## config.mk

```make
export PLATFORM = sky130hd
export DESIGN_NAME = spirs_core
export DESIGN_NICKNAME = d
export VERILOG_FILES = /design/src/rtl/spirs_pkg.sv /design/src/rtl/spirs_rate_div.sv /design/src/rtl/spirs_core.sv
export SDC_FILE = /design/constraint.sdc
export NUM_CORES = 1
export LEC_CHECK = 0
export BUFFER_PORTS_ARGS = -buffer_cell sky130_fd_sc_hd__buf_2
export CAP_MARGIN = 0
export CORE_MARGIN = 1.5
export CORE_UTILIZATION = 30
export CTS_CLUSTER_SIZE = 28
export DETAILED_ROUTE_END_ITERATION = 10
export PLACE_DENSITY_LB_ADDON = 0.08
export SLEW_MARGIN = 15
export SYNTH_ARGS = -nofsm -noshare
export SYNTH_HDL_FRONTEND = slang
export SYNTH_SLANG_ARGS = --single-unit
export TNS_END_PERCENT = 50
```

## constraint.sdc

```tcl
create_clock -name sys_clk_i -period 6.75 [get_ports sys_clk_i]
set_input_delay 0.3375 -clock sys_clk_i [delete_from_list [all_inputs] [get_ports sys_clk_i]]
set_output_delay 0.3375 -clock sys_clk_i [all_outputs]
set_load 0.05 [all_outputs]
```

## src/rtl/spirs_pkg.sv

```systemverilog
// package: register map, field layout, reset values and rate table of the serial rate/status block
`default_nettype none
package spirs_pkg;

  // register offsets on the plain register port
  localparam logic [5:0] SPIRS_CTRL_ADDR = 6'h0D;  // serial_control_register
  localparam logic [5:0] SPIRS_STAT_ADDR = 6'h0E;  // serial_status_register
  localparam logic [5:0] SPIRS_DATA_ADDR = 6'h0F;  // serial_data_register
  localparam logic [5:0] SPIRS_EVST_ADDR = 6'h10;  // sticky event status, read only
  localparam logic [5:0] SPIRS_EVCLR_ADDR = 6'h11; // event clear, write only
  localparam logic [5:0] SPIRS_EVEN_ADDR = 6'h12;  // event enable

  // control register fields
  localparam int CTRL_IRQ_EN = 7;  // serial_irq_enable
  localparam int CTRL_ENABLE = 6;  // interface on
  localparam int CTRL_SS_IN = 5;   // select pin used as input in master mode
  localparam int CTRL_MASTER = 4;  // 1 master, 0 slave
  localparam int CTRL_RATE_HI = 1; // rate_select_high
  localparam int CTRL_RATE_LO = 0; // rate_select_low

  // status register fields
  localparam int STAT_DONE = 7; // transfer_done_flag
  localparam int STAT_WRITE_COLLISION_FLAG = 6; // write_collision_flag
  localparam int STAT_DBL = 0;  // double_speed

  // event status / clear / enable fields
  localparam int EV_DONE = 0;
  localparam int EV_WRITE_COLLISION_FLAG = 1;

  // reset values
  localparam logic [7:0] CTRL_RESET = 8'h00;
  localparam logic [7:0] STAT_RESET = 8'h00;
  localparam logic [1:0] EV_RESET = 2'h0;

  // clock divisors per rate code, speed doubling off
  localparam logic [7:0] DIV_R0 = 8'h04;
  localparam logic [7:0] DIV_R1 = 8'h10;
  localparam logic [7:0] DIV_R2 = 8'h40;
  localparam logic [7:0] DIV_R3 = 8'h80;
  localparam logic [7:0] ONE8 = 8'h01;

  // cycles per serial clock phase, minus one
  function automatic logic [6:0] spirs_half_m1(input logic dbl, input logic [1:0] rate);
    logic [7:0] div;
    case (rate)
      2'h0: div = DIV_R0;
      2'h1: div = DIV_R1;
      2'h2: div = DIV_R2;
      default: div = DIV_R3;
    endcase
    // doubling halves the divisor, so the phase is a quarter of it
    spirs_half_m1 = dbl ? 7'((div >> 2) - ONE8) : 7'((div >> 1) - ONE8);
  endfunction

  // engine states
  typedef enum logic [1:0] {
    SPIRS_IDLE = 2'h0,
    SPIRS_XFER = 2'h1
  } spirs_st_t;

endpackage
`default_nettype wire

```

## src/rtl/spirs_rate_div.sv

```systemverilog
// phase tick generator for the master serial clock
`timescale 1ns/10ps
`default_nettype none
module spirs_rate_div #(
  parameter int W = 7
) (
  input wire logic sys_clk_i,
  input wire logic reset_i,
  input wire logic run_i,
  input wire logic [W-1:0] half_m1_i,
  output logic tick_o
);

  // counter and tick held together
  typedef struct packed {
    logic [W-1:0] cnt;
    logic tick;
  } spirs_div_state_t;

  spirs_div_state_t s;   // present state
  spirs_div_state_t nxt; // next state

  // count phase cycles; restarting on run keeps every transfer aligned
  always_comb begin
    nxt = s;
    nxt.tick = 1'b0;
    if (!run_i) begin
      nxt.cnt = '0;
    end else if (s.cnt >= half_m1_i) begin
      nxt.cnt = '0;
      nxt.tick = 1'b1;
    end else begin
      nxt.cnt = s.cnt + W'(1);
    end
  end

  // state register
  always_ff @(posedge sys_clk_i or posedge reset_i) begin
    if (reset_i) begin
      s <= '0;
    end else begin
      s <= nxt;
    end
  end

  assign tick_o = s.tick;

endmodule // spirs_rate_div
`default_nettype wire

```

## src/rtl/spirs_core.sv

```systemverilog
// serial interface rate selection, byte engine and status flags
// Notes on behaviour
// master clock divide 4/16/64/128, doubled 2/8/32/64
// rate bits ignored in slave mode
// external master keeps clock at most quarter rate
// byte done sets flag, interrupt when enabled
// master with select input low sets flag
// vector acknowledge clears done flag
// status read then data access clears flag
// data write while busy sets collision flag
// collision seen then data access clears both
// status bits five to one read zero
// doubling bit doubles master clock rate
// doubled fastest clock period is two cycles
// clear only after armed read, else unchanged
//
// The strobed register port was decided locally.
`timescale 1ns/10ps
`default_nettype none
module spirs_core
  import spirs_pkg::*;
(
  input wire logic sys_clk_i,
  input wire logic reset_i,
  input wire logic [5:0] addr_i,
  input wire logic [7:0] wdata_i,
  input wire logic wr_i,
  input wire logic rd_i,
  output logic [7:0] rdata_o,
  input wire logic vec_ack_i,
  input wire logic global_irq_en_i,
  output logic irq_o,
  input wire logic sck_i,
  output logic sck_o,
  output logic sck_oe_o,
  input wire logic mosi_i,
  output logic mosi_o,
  output logic mosi_oe_o,
  input wire logic miso_i,
  output logic miso_o,
  output logic miso_oe_o,
  input wire logic ss_n_i
);

  // whole block state
  typedef struct packed {
    logic [7:0] ctrl;   // serial_control_register
    logic dbl;          // double_speed
    logic transfer_done_flag;         // transfer_done_flag
    logic write_collision_flag;         // write_collision_flag
    logic arm_f;        // status read saw done flag
    logic arm_w;        // status read saw collision flag
    logic [7:0] tx_sh;  // outgoing shift
    logic [7:0] rx_sh;  // incoming shift
    logic [7:0] rx_buf; // last received byte
    logic [2:0] bits;   // bits finished
    spirs_st_t st;      // engine state
    logic sck;          // master clock level
    logic sck_prev;     // slave clock of last cycle
    logic [1:0] ev_st;  // sticky events
    logic [1:0] ev_en;  // event enables
    logic [7:0] rdata;  // read answer
    logic irq;
    logic sck_oe;
    logic mosi;
    logic mosi_oe;
    logic miso;
    logic miso_oe;
  } spirs_state_t;

  spirs_state_t s;   // present state
  spirs_state_t nxt; // next state

  logic enabled;    // interface on
  logic master;     // on and master
  logic slave_sel;  // on, slave, selected
  logic data_acc;   // any data register access
  logic stat_rd;    // status register read
  logic busy;       // byte in flight
  logic ss_ev;      // select driven low while master
  logic s_rise;     // slave clock rising
  logic s_fall;     // slave clock falling
  logic run;        // master divider running
  logic tick;       // master phase tick
  logic [6:0] half_m1;
  logic done_ev;    // byte completed this cycle
  logic write_collision_flag_ev;    // collision this cycle

  assign enabled = s.ctrl[CTRL_ENABLE];
  assign master = enabled & s.ctrl[CTRL_MASTER];
  assign slave_sel = enabled & ~s.ctrl[CTRL_MASTER] & ~ss_n_i;
  assign data_acc = (rd_i | wr_i) & (addr_i == SPIRS_DATA_ADDR);
  assign stat_rd = rd_i & (addr_i == SPIRS_STAT_ADDR);
  assign busy = (s.st == SPIRS_XFER);
  assign ss_ev = master & s.ctrl[CTRL_SS_IN] & ~ss_n_i;
  // slave clock is sampled as an ordinary synchronous input
  assign s_rise = slave_sel & ~s.sck_prev & sck_i;
  assign s_fall = slave_sel & s.sck_prev & ~sck_i;
  assign run = master & busy;
  // slave mode never reaches the divider, so the rate bits do nothing there
  assign half_m1 = spirs_half_m1(s.dbl, s.ctrl[CTRL_RATE_HI:CTRL_RATE_LO]); // see R01 see R11 see R02

  // phase ticks for the master clock
  spirs_rate_div #(
    .W(7)
  ) u_div (
    .sys_clk_i(sys_clk_i),
    .reset_i(reset_i),
    .run_i(run),
    .half_m1_i(half_m1),
    .tick_o(tick)
  );

  // next state: register writes, engine, flags, read answer
  always_comb begin
    nxt = s;
    done_ev = 1'b0;
    write_collision_flag_ev = 1'b0;
    nxt.sck_prev = sck_i;
    // software writes
    if (wr_i) begin
      case (addr_i)
        SPIRS_CTRL_ADDR: nxt.ctrl = wdata_i;
        SPIRS_STAT_ADDR: nxt.dbl = wdata_i[STAT_DBL]; // only writable status bit
        SPIRS_EVEN_ADDR: nxt.ev_en = wdata_i[1:0];
        SPIRS_EVCLR_ADDR: nxt.ev_st = s.ev_st & ~wdata_i[1:0];
        SPIRS_DATA_ADDR: begin
          if (busy) begin
            write_collision_flag_ev = 1'b1;
          end else begin
            nxt.tx_sh = wdata_i;
            if (master) begin
              // start a master byte, first bit out at once
              nxt.st = SPIRS_XFER;
              nxt.bits = 3'h0;
              nxt.sck = 1'b0;
              nxt.mosi = wdata_i[7];
            end else begin
              nxt.miso = wdata_i[7];
            end
          end
        end
        default: begin
          // unmapped or read-only: ignored
        end
      endcase
    end
    // armed clear on the data access that follows a status read
    if (data_acc) begin
      if (s.arm_w) begin
        nxt.write_collision_flag = 1'b0;
        nxt.transfer_done_flag = 1'b0;
      end
      if (s.arm_f) begin
        nxt.transfer_done_flag = 1'b0; // see R07
      end
      nxt.arm_f = 1'b0;
      nxt.arm_w = 1'b0;
    end
    // a status read remembers what it saw
    if (stat_rd) begin
      nxt.arm_f = s.transfer_done_flag;
      nxt.arm_w = s.write_collision_flag;
    end
    // interrupt vector taken
    if (vec_ack_i) begin
      nxt.transfer_done_flag = 1'b0;
    end
    // master engine, one phase per tick
    if (run && tick) begin
      if (!s.sck) begin
        // rising edge: sample input
        nxt.sck = 1'b1;
        nxt.rx_sh = {s.rx_sh[6:0], miso_i};
      end else begin
        // falling edge: next bit out
        nxt.sck = 1'b0;
        nxt.tx_sh = {s.tx_sh[6:0], 1'b0};
        nxt.mosi = s.tx_sh[6];
        nxt.bits = s.bits + 3'h1;
        if (s.bits == 3'h7) begin
          done_ev = 1'b1;
          nxt.st = SPIRS_IDLE;
          nxt.rx_buf = s.rx_sh;
        end
      end
    end
    // slave engine follows the external clock
    if (!master) begin
      if (!slave_sel) begin
        // deselect aborts a partial byte
        nxt.st = SPIRS_IDLE;
        nxt.bits = 3'h0;
      end else if (s_rise) begin
        nxt.st = SPIRS_XFER;
        nxt.rx_sh = {s.rx_sh[6:0], mosi_i};
      end else if (s_fall && busy) begin
        nxt.tx_sh = {s.tx_sh[6:0], 1'b0};
        nxt.miso = s.tx_sh[6];
        nxt.bits = s.bits + 3'h1;
        if (s.bits == 3'h7) begin
          done_ev = 1'b1; // see R04
          nxt.st = SPIRS_IDLE;
          nxt.rx_buf = s.rx_sh;
        end
      end
    end
    // select pulled low under a master: give up the byte
    if (ss_ev || !enabled) begin
      nxt.st = SPIRS_IDLE;
      nxt.sck = 1'b0;
      nxt.bits = 3'h0;
    end
    // hardware sets win over every clear above
    if (done_ev || ss_ev) begin
      nxt.transfer_done_flag = 1'b1; // see R04
      nxt.ev_st[EV_DONE] = 1'b1;
    end
    if (write_collision_flag_ev) begin
      nxt.write_collision_flag = 1'b1;
      nxt.ev_st[EV_WRITE_COLLISION_FLAG] = 1'b1;
    end
    // read answer, valid in the next cycle only
    nxt.rdata = 8'h00;
    if (rd_i) begin
      case (addr_i)
        SPIRS_CTRL_ADDR: nxt.rdata = s.ctrl;
        SPIRS_STAT_ADDR: nxt.rdata = {s.transfer_done_flag, s.write_collision_flag, 5'h00, s.dbl};
        SPIRS_DATA_ADDR: nxt.rdata = s.rx_buf;
        SPIRS_EVST_ADDR: nxt.rdata = {6'h00, s.ev_st};
        SPIRS_EVEN_ADDR: nxt.rdata = {6'h00, s.ev_en};
        default: nxt.rdata = 8'h00; // unmapped reads zero
      endcase
    end
    // pin drivers
    nxt.sck_oe = nxt.ctrl[CTRL_ENABLE] & nxt.ctrl[CTRL_MASTER];
    nxt.mosi_oe = nxt.sck_oe;
    nxt.miso_oe = nxt.ctrl[CTRL_ENABLE] & ~nxt.ctrl[CTRL_MASTER] & ~ss_n_i;
    // level interrupt: done flag path plus enabled sticky events
    nxt.irq = global_irq_en_i & ((nxt.ctrl[CTRL_IRQ_EN] & nxt.transfer_done_flag) | (|(nxt.ev_st & nxt.ev_en)));
  end

  // state register; reset values are all zero
  always_ff @(posedge sys_clk_i or posedge reset_i) begin
    if (reset_i) begin
      s <= '0;
    end else begin
      s <= nxt;
    end
  end

  // outputs straight from the state register
  assign rdata_o = s.rdata;
  assign irq_o = s.irq;
  assign sck_o = s.sck;
  assign sck_oe_o = s.sck_oe;
  assign mosi_o = s.mosi;
  assign mosi_oe_o = s.mosi_oe;
  assign miso_o = s.miso;
  assign miso_oe_o = s.miso_oe;

  // helper for the rate check: cycles since the last tick
  logic [7:0] tick_gap;
  logic had_tick;
  always_ff @(posedge sys_clk_i or posedge reset_i) begin
    if (reset_i) begin
      tick_gap <= 8'h00;
      had_tick <= 1'b0;
    end else begin
      tick_gap <= tick ? 8'h01 : ((tick_gap == 8'hFF) ? tick_gap : tick_gap + 8'h01);
      had_tick <= run & (had_tick | tick);
    end
  end
endmodule // spirs_core
`default_nettype wire

```

### Yosys cells after proc, flatten, opt, wreduce, memory -nomap -nowiden

Cells that the tools add are included.

* add/sub/neg operators: 4
* multiply operators: 0
* divide/modulo/power cells: 0
* magnitude comparators: 1
* eq/ne operators: 11
* shift operators: 0
* muxes and demuxes: 74
* bitwise logic cells: 27
* reductions and logical operators: 17

Operators with widths (count)
* $mux 8: 12
* $pmux 8 s5: 1
* $mux 1: 35
* $mux 30: 1
* $mux 6: 5
* $mux 29: 1
* $mux 13: 2
* $mux 24: 1
* $pmux 8 s3: 1
* $mux 7: 3
* $eq 6x4->1 const B: 3
* $eq 6x5->1 const B: 3
* $and 1x1->1: 17
* $mux 2: 7
* $mux 11: 1
* $mux 9: 1
* $reduce_bool 3->1: 3
* $mux 4: 2
* $add 7x1->7 const B: 1
* $ge 7x7->1: 1
* $sub 6x1->7 const B: 1
* $sub 7x1->7 const B: 1
* $reduce_and 2->1: 3
* $reduce_bool 2->1: 3
* other kinds (16): 25

* register bits after elaboration: 69
* bits in latches: 0
* memory bits (writable): 0
* bits in read-only memories: 0
* bits of input ports: 24
* memories kept: 0

### Depth between registers and ports, before layout

Gate-level depths: netlist of run 1.

* word-level depth: 16
* gate-level depth with buffers: 12
* gate-level depth less buffers: 12

### Cells and area by module

A second synthesis of run 1 with hierarchy kept.

* cells, all modules: 330
* area total of the unflattened synthesis: 3482.1 um^2

By module, submodules not included
* spirs_core: instances 1, cells an instance 276, area each 2960.3 um^2
* spirs_rate_div: instances 1, cells an instance 54, area each 521.8 um^2

### Worst setup path before layout of run 1

Ideal clock, no wire load.

* path kind: register to register
* start point: register s[53] in the netlist's numbering
* end point: register u_div.s[3] in the netlist's numbering
* arrival: 2493 ps
* required time: 6676 ps
* setup slack: 4183 ps
* cell stages (with the launch flop): 12
* path buffers: 0
* clock period less this slack: 2567 ps
* path through: dfrtp_1 > or3_1 > ha_1 > nor2_1 > a21oi_1 > nor2_1 > a31oi_1 > ha_1 > a21o_1 > a2111oi_0 > o21ai_1 > nor2_1

RTL lines
* from (decl): RTL line spirs_core.sv:71 `spirs_state_t s;`
* from (signal assigned): RTL line spirs_core.sv:248 `s <= nxt;`
* to (signal assigned): RTL line spirs_rate_div.sv:42 `s <= nxt;`
* to (decl): RTL line spirs_rate_div.sv:20 `spirs_div_state_t s;`

==> out/results.env, run 1 <==
STATUS='complete, no violations'
TRITONCTS_NUM_SINKS=68
COMBINATIONALPOWERSHARE=0.098
TOTALNEGATIVESETUPSLACK_NS=0
FINALSETUPVIOLCOUNT=0
POST-CTS-SETUP-BUFFERS=0
LEAKAGEPOWER_uW=0.00194
START_POINT_OF_THE_WORST_HOLD_PATH='sck_i'
POST_SYNTH_NUM_CELL_TYPES=57
INTERNAL_DISSIPATION_uW=763
SYNTH-EDFF-COUNT=0
SYNTH_ASYNC_SR_FLOP_SHARE=1.00
HOLDCRITPATHCLASS='input pin to flop'
LAYOUT_SKEW_NS=0.00546
TIGHTESTPINTRANSITION_NS=0.896
FP.DIEH_UM=111
CTS_HOLD_BUF=0
R2R-START='s[53]'
FINALWEIGHTEDCONGESTION=0.791
VIA_PER_INST=4.86
SHARE_CLK_OF_TOTAL_POWER=0.467
NETSWITCHINGPOWER_uW=262
DRC=0
SWITCHING_SHARE=0.255
GRT_SETUP_UNREPAIRED='no'
SLEW_VIOLATIONS=0
CTS_TREE='done'
FINALCRITICALPERIOD_NS=2.89
FLOORPLAN.ROWS=39
DP_HPWL_UM=5800
VDD_IR_DROP_MAX_V=0.000109
SYN_AREA_PER_CELL_UM2=10.9
PIN_COUNT_OF_THE_BIGGEST_NET_ENTERING_GLOBAL_ROUTING=69
MAX_FREQ_MHz=346
TIMING.MAX_CAP.VIOLATIONS=0
ROUTED_WIRELENGTH_UM=8030
TIMING.FINAL.CRIT_SHARE=0.428
YS_TOP_CELLS_BY_COUNT='68 x sky130_fd_sc_hd__dfrtp_1, 28 x sky130_fd_sc_hd__nand2_1, 27 x sky130_fd_sc_hd__nor2_1, 26 x sky130_fd_sc_hd__mux2_2, 19 x sky130_fd_sc_hd__mux2i_1'
DRTITER0DRC=119
POST-SYNTH-TOP-COUNT-CELL='sky130_fd_sc_hd__dfrtp_1'
SYNTH_TOP_AREA_SHARE=0.490
ANT_NETS=0
GLOBAL_ROUTE_WIRE_LENGTH_BEFORE_REPAIR_UM=13200
CLKTRANSATPATHREGS_NS=0.06
CP_MAX_FANOUT=8
N_ANTENNA_CELL=0
NUM-NETS-FINAL=387
BOUNDARYPINS=39
TOTAL_COUNT_OF_HOLD_CHECK_FAILURES_IN_THE_FINAL_REPORT=0
ROUTE.DETAILED.WL_PER_INST_UM=16.1
CP_DATA_REQUIRED_TIME_NS=7.00
POWERDENSITY_nW_PER_UM2=253
CLK-INSERTION-DELAY-LATE_NS=0.33
GRT_ANTENNA_BEFORE_REPAIR=0
CLOCK_PATH_BUFFERS=2
ROUTED-VIA-COUNT=2432
WORSTSETUPSTARTPOINTTYPE='flop'
GRT_USAGE=0.138
HTREE_NUM_LEVELS=3
YS_SEQ_ELEMENTS=68
SYNTH-SEQ-AREA-SHARE=0.490
FLOORPLAN.DIE_AREA_UM2=12200
NETLIST_INSTANCES=320
DRIVE_ABOVE_1_SHARE=0.261
CORE_BOX_AREA_UM2=11400
CRIT_PATH_END_KIND='flop'
DIE_W_UM=111
CATEGORY_OF_THE_CRITICAL_SETUP_TIMING_PATH='flop to flop'
CTS-ROOT-BUF='sky130_fd_sc_hd__clkbuf_16'
LAUNCHING_INSTANCE_OR_PORT_OF_THE_CRITICAL_PATH='s[53]'
INITIAL_UTILIZATION=0.306
YOSYSTOPAREACELL='sky130_fd_sc_hd__dfrtp_1'
AREAGROWTHSYNTHTOFINISH_PCT=16.5
GLOBALROUTEOVERFLOWTOTAL=0
VIA_COUNT_OF_THE_FIRST_GLOBAL_ROUTING_PASS=2459
SYN-NUM-NETS=355
TOTAL_STANDARD_CELL_AREA_AFTER_SYNTHESIS_UM2=3480
SEQ_POWER_SHARE=0.436
NUMCTSBUFFERS=9
MAX-SLEW-MARGIN-REL=0.403
ARRIVAL_TIME_WORST_ENDPOINT_NS=3.14
FILLCELLCOUNT=1155
YS_DOMINANT_REG_CELL='sky130_fd_sc_hd__dfrtp_1'
FINALHOLDWORSTSLACK_NS=0.162
SYNTHESIS.YOSYS.WARNINGS=0
PORT-BUFFER-COUNT=38
POST_CTS_RESIZE_COUNT=0
DRTPASS1ITERATIONS=4
POST_SYNTH_MAIN_AREA_CONTRIBUTORS='sky130_fd_sc_hd__dfrtp_1 49%, sky130_fd_sc_hd__mux2_2 8.4%, sky130_fd_sc_hd__mux2i_1 5.5%, sky130_fd_sc_hd__ha_1 4.0%, sky130_fd_sc_hd__nand2_1 3.0%'
final timing paths:
kind                                    to  slack, ns  cells after the start
worst max-delay path            u_div.s[3]       3.86                     11
worst min-delay path                 s[18]       0.16                      1
worst max register to register  u_div.s[3]       3.86                     11
worst min register to register       s[42]       0.48                      2
max in group asynchronous       rdata_o[6]       5.90                      3
min in group asynchronous            s[22]       0.28                      3
power by group through the flow:
| stage | logic (µW) | registers (µW) | clock network [µW] |
|---|---|---|---|
| floorplan | 70.0 | 450 | 0 |
| global placement | 100 | 453 | 0 |
| detailed placement | 102 | 454 | 0 |
| CTS | 102 | 447 | 492 |
| global route | 114 | 450 | 509 |
| finish | 100 | 447 | 478 |
worst max-delay path: stages (launching register included):
cell and delay (ns):
sky130_fd_sc_hd__dfrtp_1 0.46, sky130_fd_sc_hd__or3_1 0.40, sky130_fd_sc_hd__ha_1 0.28, sky130_fd_sc_hd__nor2_1 0.13, sky130_fd_sc_hd__a21oi_1 0.05, sky130_fd_sc_hd__nor2_1 0.09, sky130_fd_sc_hd__a31oi_1 0.06, sky130_fd_sc_hd__ha_1 0.24
sky130_fd_sc_hd__a21o_1 0.16, sky130_fd_sc_hd__a2111oi_0 0.49, sky130_fd_sc_hd__o21ai_1 0.29, sky130_fd_sc_hd__nor2_1 0.16
stage by stage:
step | setup slack, ns | std cells | util | instance area [µm²] | power (µW)
4_1_cts | 3.87 | 500 | 0.356 | 4050 | 1040
2_1_floorplan | 4.18 | 320 | - | 3480 | 520
5_1_grt | 3.56 | 500 | 0.356 | 4050 | 1070
3_5_place_dp | 3.88 | 484 | 0.329 | 3740 | 556
3_3_place_gp | 3.94 | 484 | 0.329 | 3740 | 553
6_report | 3.86 | 500 | 0.356 | 4050 | 1020
logic make-up (layout without fill, tap and decap cells):
logic type,Yosys count,count (layout),synth area share
adder cells (fa/ha/maj),11,11,0.0396
XOR/XNOR,6,6,0.0151
AND/OR/NAND/NOR,109,109,0.171
multiplexers,45,45,0.139
AO/OA/AOI/OAI,51,51,0.101
flip-flops,68,68,0.490
buffers and inverters,30,67,0.0450
layer usage:
layer | wire length [µm] | vias up | track usage
met3 | 264 | 13 | 0.0379
li1 | - | 1205 | -
met1 | 3810 | 1176 | 0.188
met5 | 0 | - | 0
met4 | 146 | 0 | 0.0479
met2 | 3810 | 38 | 0.211
cells in the final DEF, fill, tap and decap left out, drive strengths merged, types with 2 or more instances in the layout:
cell type / netlist / final
nor2: 28 / 28
nor3b: 2 / 2
nand2b: 4 / 4
nor3: 3 / 3
mux2i: 19 / 19
a211oi: 3 / 3
and3: 6 / 6
and2: 2 / 2
nand3b: 4 / 4
clkinvlp: 0 / 2
and4bb: 2 / 2
inv: 11 / 11
a32oi: 2 / 2
nand3: 12 / 12
a21o: 3 / 3
o32a: 2 / 2
mux2: 26 / 26
buf: 17 / 40
xnor2: 2 / 2
a21oi: 7 / 7
o211a: 2 / 2
xor2: 4 / 4
or2: 4 / 4
nand2: 29 / 29
a22oi: 3 / 3
clkbuf: 2 / 10
dfrtp: 68 / 68
o2bb2ai: 2 / 2
ha: 11 / 11
nor2b: 4 / 4
o21ai: 15 / 15
o211ai: 4 / 4
clkinv: 0 / 3
sequential cells by signal (all words and copies together) (netlist names):
signal	count
enabled	1
irq_o	1
miso_o	1
miso_oe_o	1
mosi_o	1
mosi_oe_o	1
rdata_o	8
s	45
sck_o	1
u_div.s	7
u_div.tick_o	1
area by class of cell:
cell class | count | area [µm²] | area share
multi-input combinational | 222 | 1620 | 0.400
clock buffer | 10 | 239 | 0.0590
timing repair buffer | 40 | 205 | 0.0507
sequential | 68 | 1700 | 0.420
clock inverter | 6 | 63.8 | 0.0158
tap | 143 | 179 | 0.0442
inverter | 11 | 41.3 | 0.0102
Power figures use the tool's default switching activity.
==> run 2, diff against run 1 <==
- clock period: 6.75 -> 2.92 ns (I/O delays scaled with it)
==> run 2 against run 1 <==
  * Clock power increased by 150%
  * Maximum frequency increased by 14%
  * Critical path depth unchanged
  * Die area unchanged
  * First-iteration DRC count decreased by 20%
  * Largest power group unchanged
==> out/results.env, run 2 (synthesized netlist as in run 1, its figures left out) <==
STATUS='complete, no violations'
DRC=0
BOUNDARYPINS=39
CP_DATA_REQUIRED_TIME_NS=3.18
MAX-SLEW-MARGIN-REL=0.501
FLOORPLAN.DIE_AREA_UM2=12200
CLKTRANSATPATHREGS_NS=0.06
FLOORPLAN.ROWS=39
PIN_COUNT_OF_THE_BIGGEST_NET_ENTERING_GLOBAL_ROUTING=35
HOLDCRITPATHCLASS='input pin to flop'
POST-CTS-SETUP-BUFFERS=0
DRTITER0DRC=95
NUM-NETS-FINAL=393
ARRIVAL_TIME_WORST_ENDPOINT_NS=2.80
AREAGROWTHSYNTHTOFINISH_PCT=18.9
ROUTED-VIA-COUNT=2473
GLOBAL_ROUTE_WIRE_LENGTH_BEFORE_REPAIR_UM=13300
LARGEST_REG_FLOPS=45
GRT_SETUP_UNREPAIRED='no'
LAYOUT_SKEW_NS=0.00309
FP.DIEH_UM=111
DRTPASS1ITERATIONS=4
CLOCK_PATH_BUFFERS=2
INTERNAL_DISSIPATION_uW=1860
POWERDENSITY_nW_PER_UM2=593
TOTAL_COUNT_OF_HOLD_CHECK_FAILURES_IN_THE_FINAL_REPORT=0
ROUTED_WIRELENGTH_UM=7880
SHARE_CLK_OF_TOTAL_POWER=0.481
SWITCHING_SHARE=0.241
VDD_IR_DROP_MAX_V=0.000378
CTS-ROOT-BUF='sky130_fd_sc_hd__clkbuf_16'
ANT_NETS=0
CRIT_PATH_END_KIND='flop'
GRT_USAGE=0.138
VIA_COUNT_OF_THE_FIRST_GLOBAL_ROUTING_PASS=2485
GRT_ANTENNA_BEFORE_REPAIR=0
NETSWITCHINGPOWER_uW=592
SEQ_POWER_SHARE=0.420
ROUTE.DETAILED.WL_PER_INST_UM=15.6
CORE_BOX_AREA_UM2=11400
CATEGORY_OF_THE_CRITICAL_SETUP_TIMING_PATH='flop to flop'
DIE_W_UM=111
DP_HPWL_UM=5880
FINALWEIGHTEDCONGESTION=0.785
FINAL_CELL_UTILIZATION_OF_THE_CORE=0.363
GLOBALROUTEOVERFLOWTOTAL=0
WORSTSETUPSTARTPOINTTYPE='flop'
P_TOTAL_uW=2450
CP_MAX_FANOUT=7
TOTALNEGATIVESETUPSLACK_NS=0
TIGHTESTPINTRANSITION_NS=0.748
SLEW_VIOLATIONS=0
PORT-BUFFER-COUNT=38
NUMCTSBUFFERS=9
CTS_TREE='done'
LARGEST-REGISTER='s'
HTREE_NUM_LEVELS=3
CLK-INSERTION-DELAY-LATE_NS=0.33
TRITONCTS_NUM_SINKS=68
MOSTFREQUENTLAYOUTCELLS='68 x sky130_fd_sc_hd__dfrtp_1, 38 x sky130_fd_sc_hd__buf_2, 28 x sky130_fd_sc_hd__nand2_1, 27 x sky130_fd_sc_hd__nor2_1, 26 x sky130_fd_sc_hd__mux2_2'
DRIVE_ABOVE_1_SHARE=0.273
TIMING.FINAL.CRIT_SHARE=0.869
MAX_FREQ_MHz=394
LEAKAGEPOWER_uW=0.00198
TIMING.MAX_CAP.VIOLATIONS=0
INITIAL_UTILIZATION=0.306
FINALCRITICALPERIOD_NS=2.54
LAYOUT_COMMONEST_CELL='sky130_fd_sc_hd__dfrtp_1'
COMBINATIONALPOWERSHARE=0.099
VIA_PER_INST=4.89
FINALSETUPVIOLCOUNT=0
FINALHOLDWORSTSLACK_NS=0.0371
N_ANTENNA_CELL=0
run 2: layout make-up:
type / instances / area [µm²]
fill: 1152 / 7240
sequential: 68 / 1700
multi-input combinational: 222 / 1630
timing repair buffer: 46 / 255
clock buffer: 10 / 239
tap: 143 / 179
clock inverter: 6 / 87.6
inverter: 11 / 41.3
run 2: timing repair:
item                                    CTS  global route
hold buffers                              2             0
hold endpoints to repair                 33             0
endpoints found under the setup margin    0             6
gates resized for setup                   0             3
run 2: per-stage QoR:
step	std cells	setup slack (ns)	cell area, µm²
after floorplan	320	0.353	3480
after global placement	488	0.194	3770
after detailed placement	488	0.135	3770
after CTS	506	0.135	4120
after global routing	506	0.141	4130
final	506	0.382	4130
run 2: critical path, stage by stage (launching register included):
cell and delay (ns):
sky130_fd_sc_hd__dfrtp_1 0.45, sky130_fd_sc_hd__or3_1 0.38, sky130_fd_sc_hd__ha_1 0.22, sky130_fd_sc_hd__nor2_1 0.10
sky130_fd_sc_hd__a21oi_1 0.04, sky130_fd_sc_hd__nor2_1 0.08, sky130_fd_sc_hd__a31oi_1 0.05, sky130_fd_sc_hd__ha_1 0.23
sky130_fd_sc_hd__a21o_1 0.17, sky130_fd_sc_hd__a2111oi_2 0.43, sky130_fd_sc_hd__o21ai_2 0.18, sky130_fd_sc_hd__nor2_1 0.13
run 2: path summary, 6_finish.rpt:
kind                              start          to  slack (ns)  depth (start not counted)
min in group asynchronous       reset_i       s[47]        0.49                          3
worst max register to register    s[55]  u_div.s[5]        0.38                         11
worst max-delay path              s[55]  u_div.s[5]        0.38                         11
max in group asynchronous       reset_i  rdata_o[6]        1.70                          4
worst min-delay path             mosi_i       s[33]        0.04                          3
worst min register to register    s[45]       s[46]        0.48                          2
run 2: routing by layer:
layer | global-route usage | share of wire | vias up
li1 | - | - | 1214
met3 | 0.0362 | 0.024 | 9
met4 | 0.0462 | 0.014 | 0
met2 | 0.219 | 0.48 | 35
met1 | 0.184 | 0.48 | 1215
met5 | 0 | 0 | -
run 2: power groups by stage:
stage	combinational [µW]	clock, µW	sequential [µW]
floorplan	162	0	1040
global placement	242	0	1050
detailed placement	243	0	1050
CTS	246	1220	1030
global route	279	1250	1040
finish	242	1180	1030
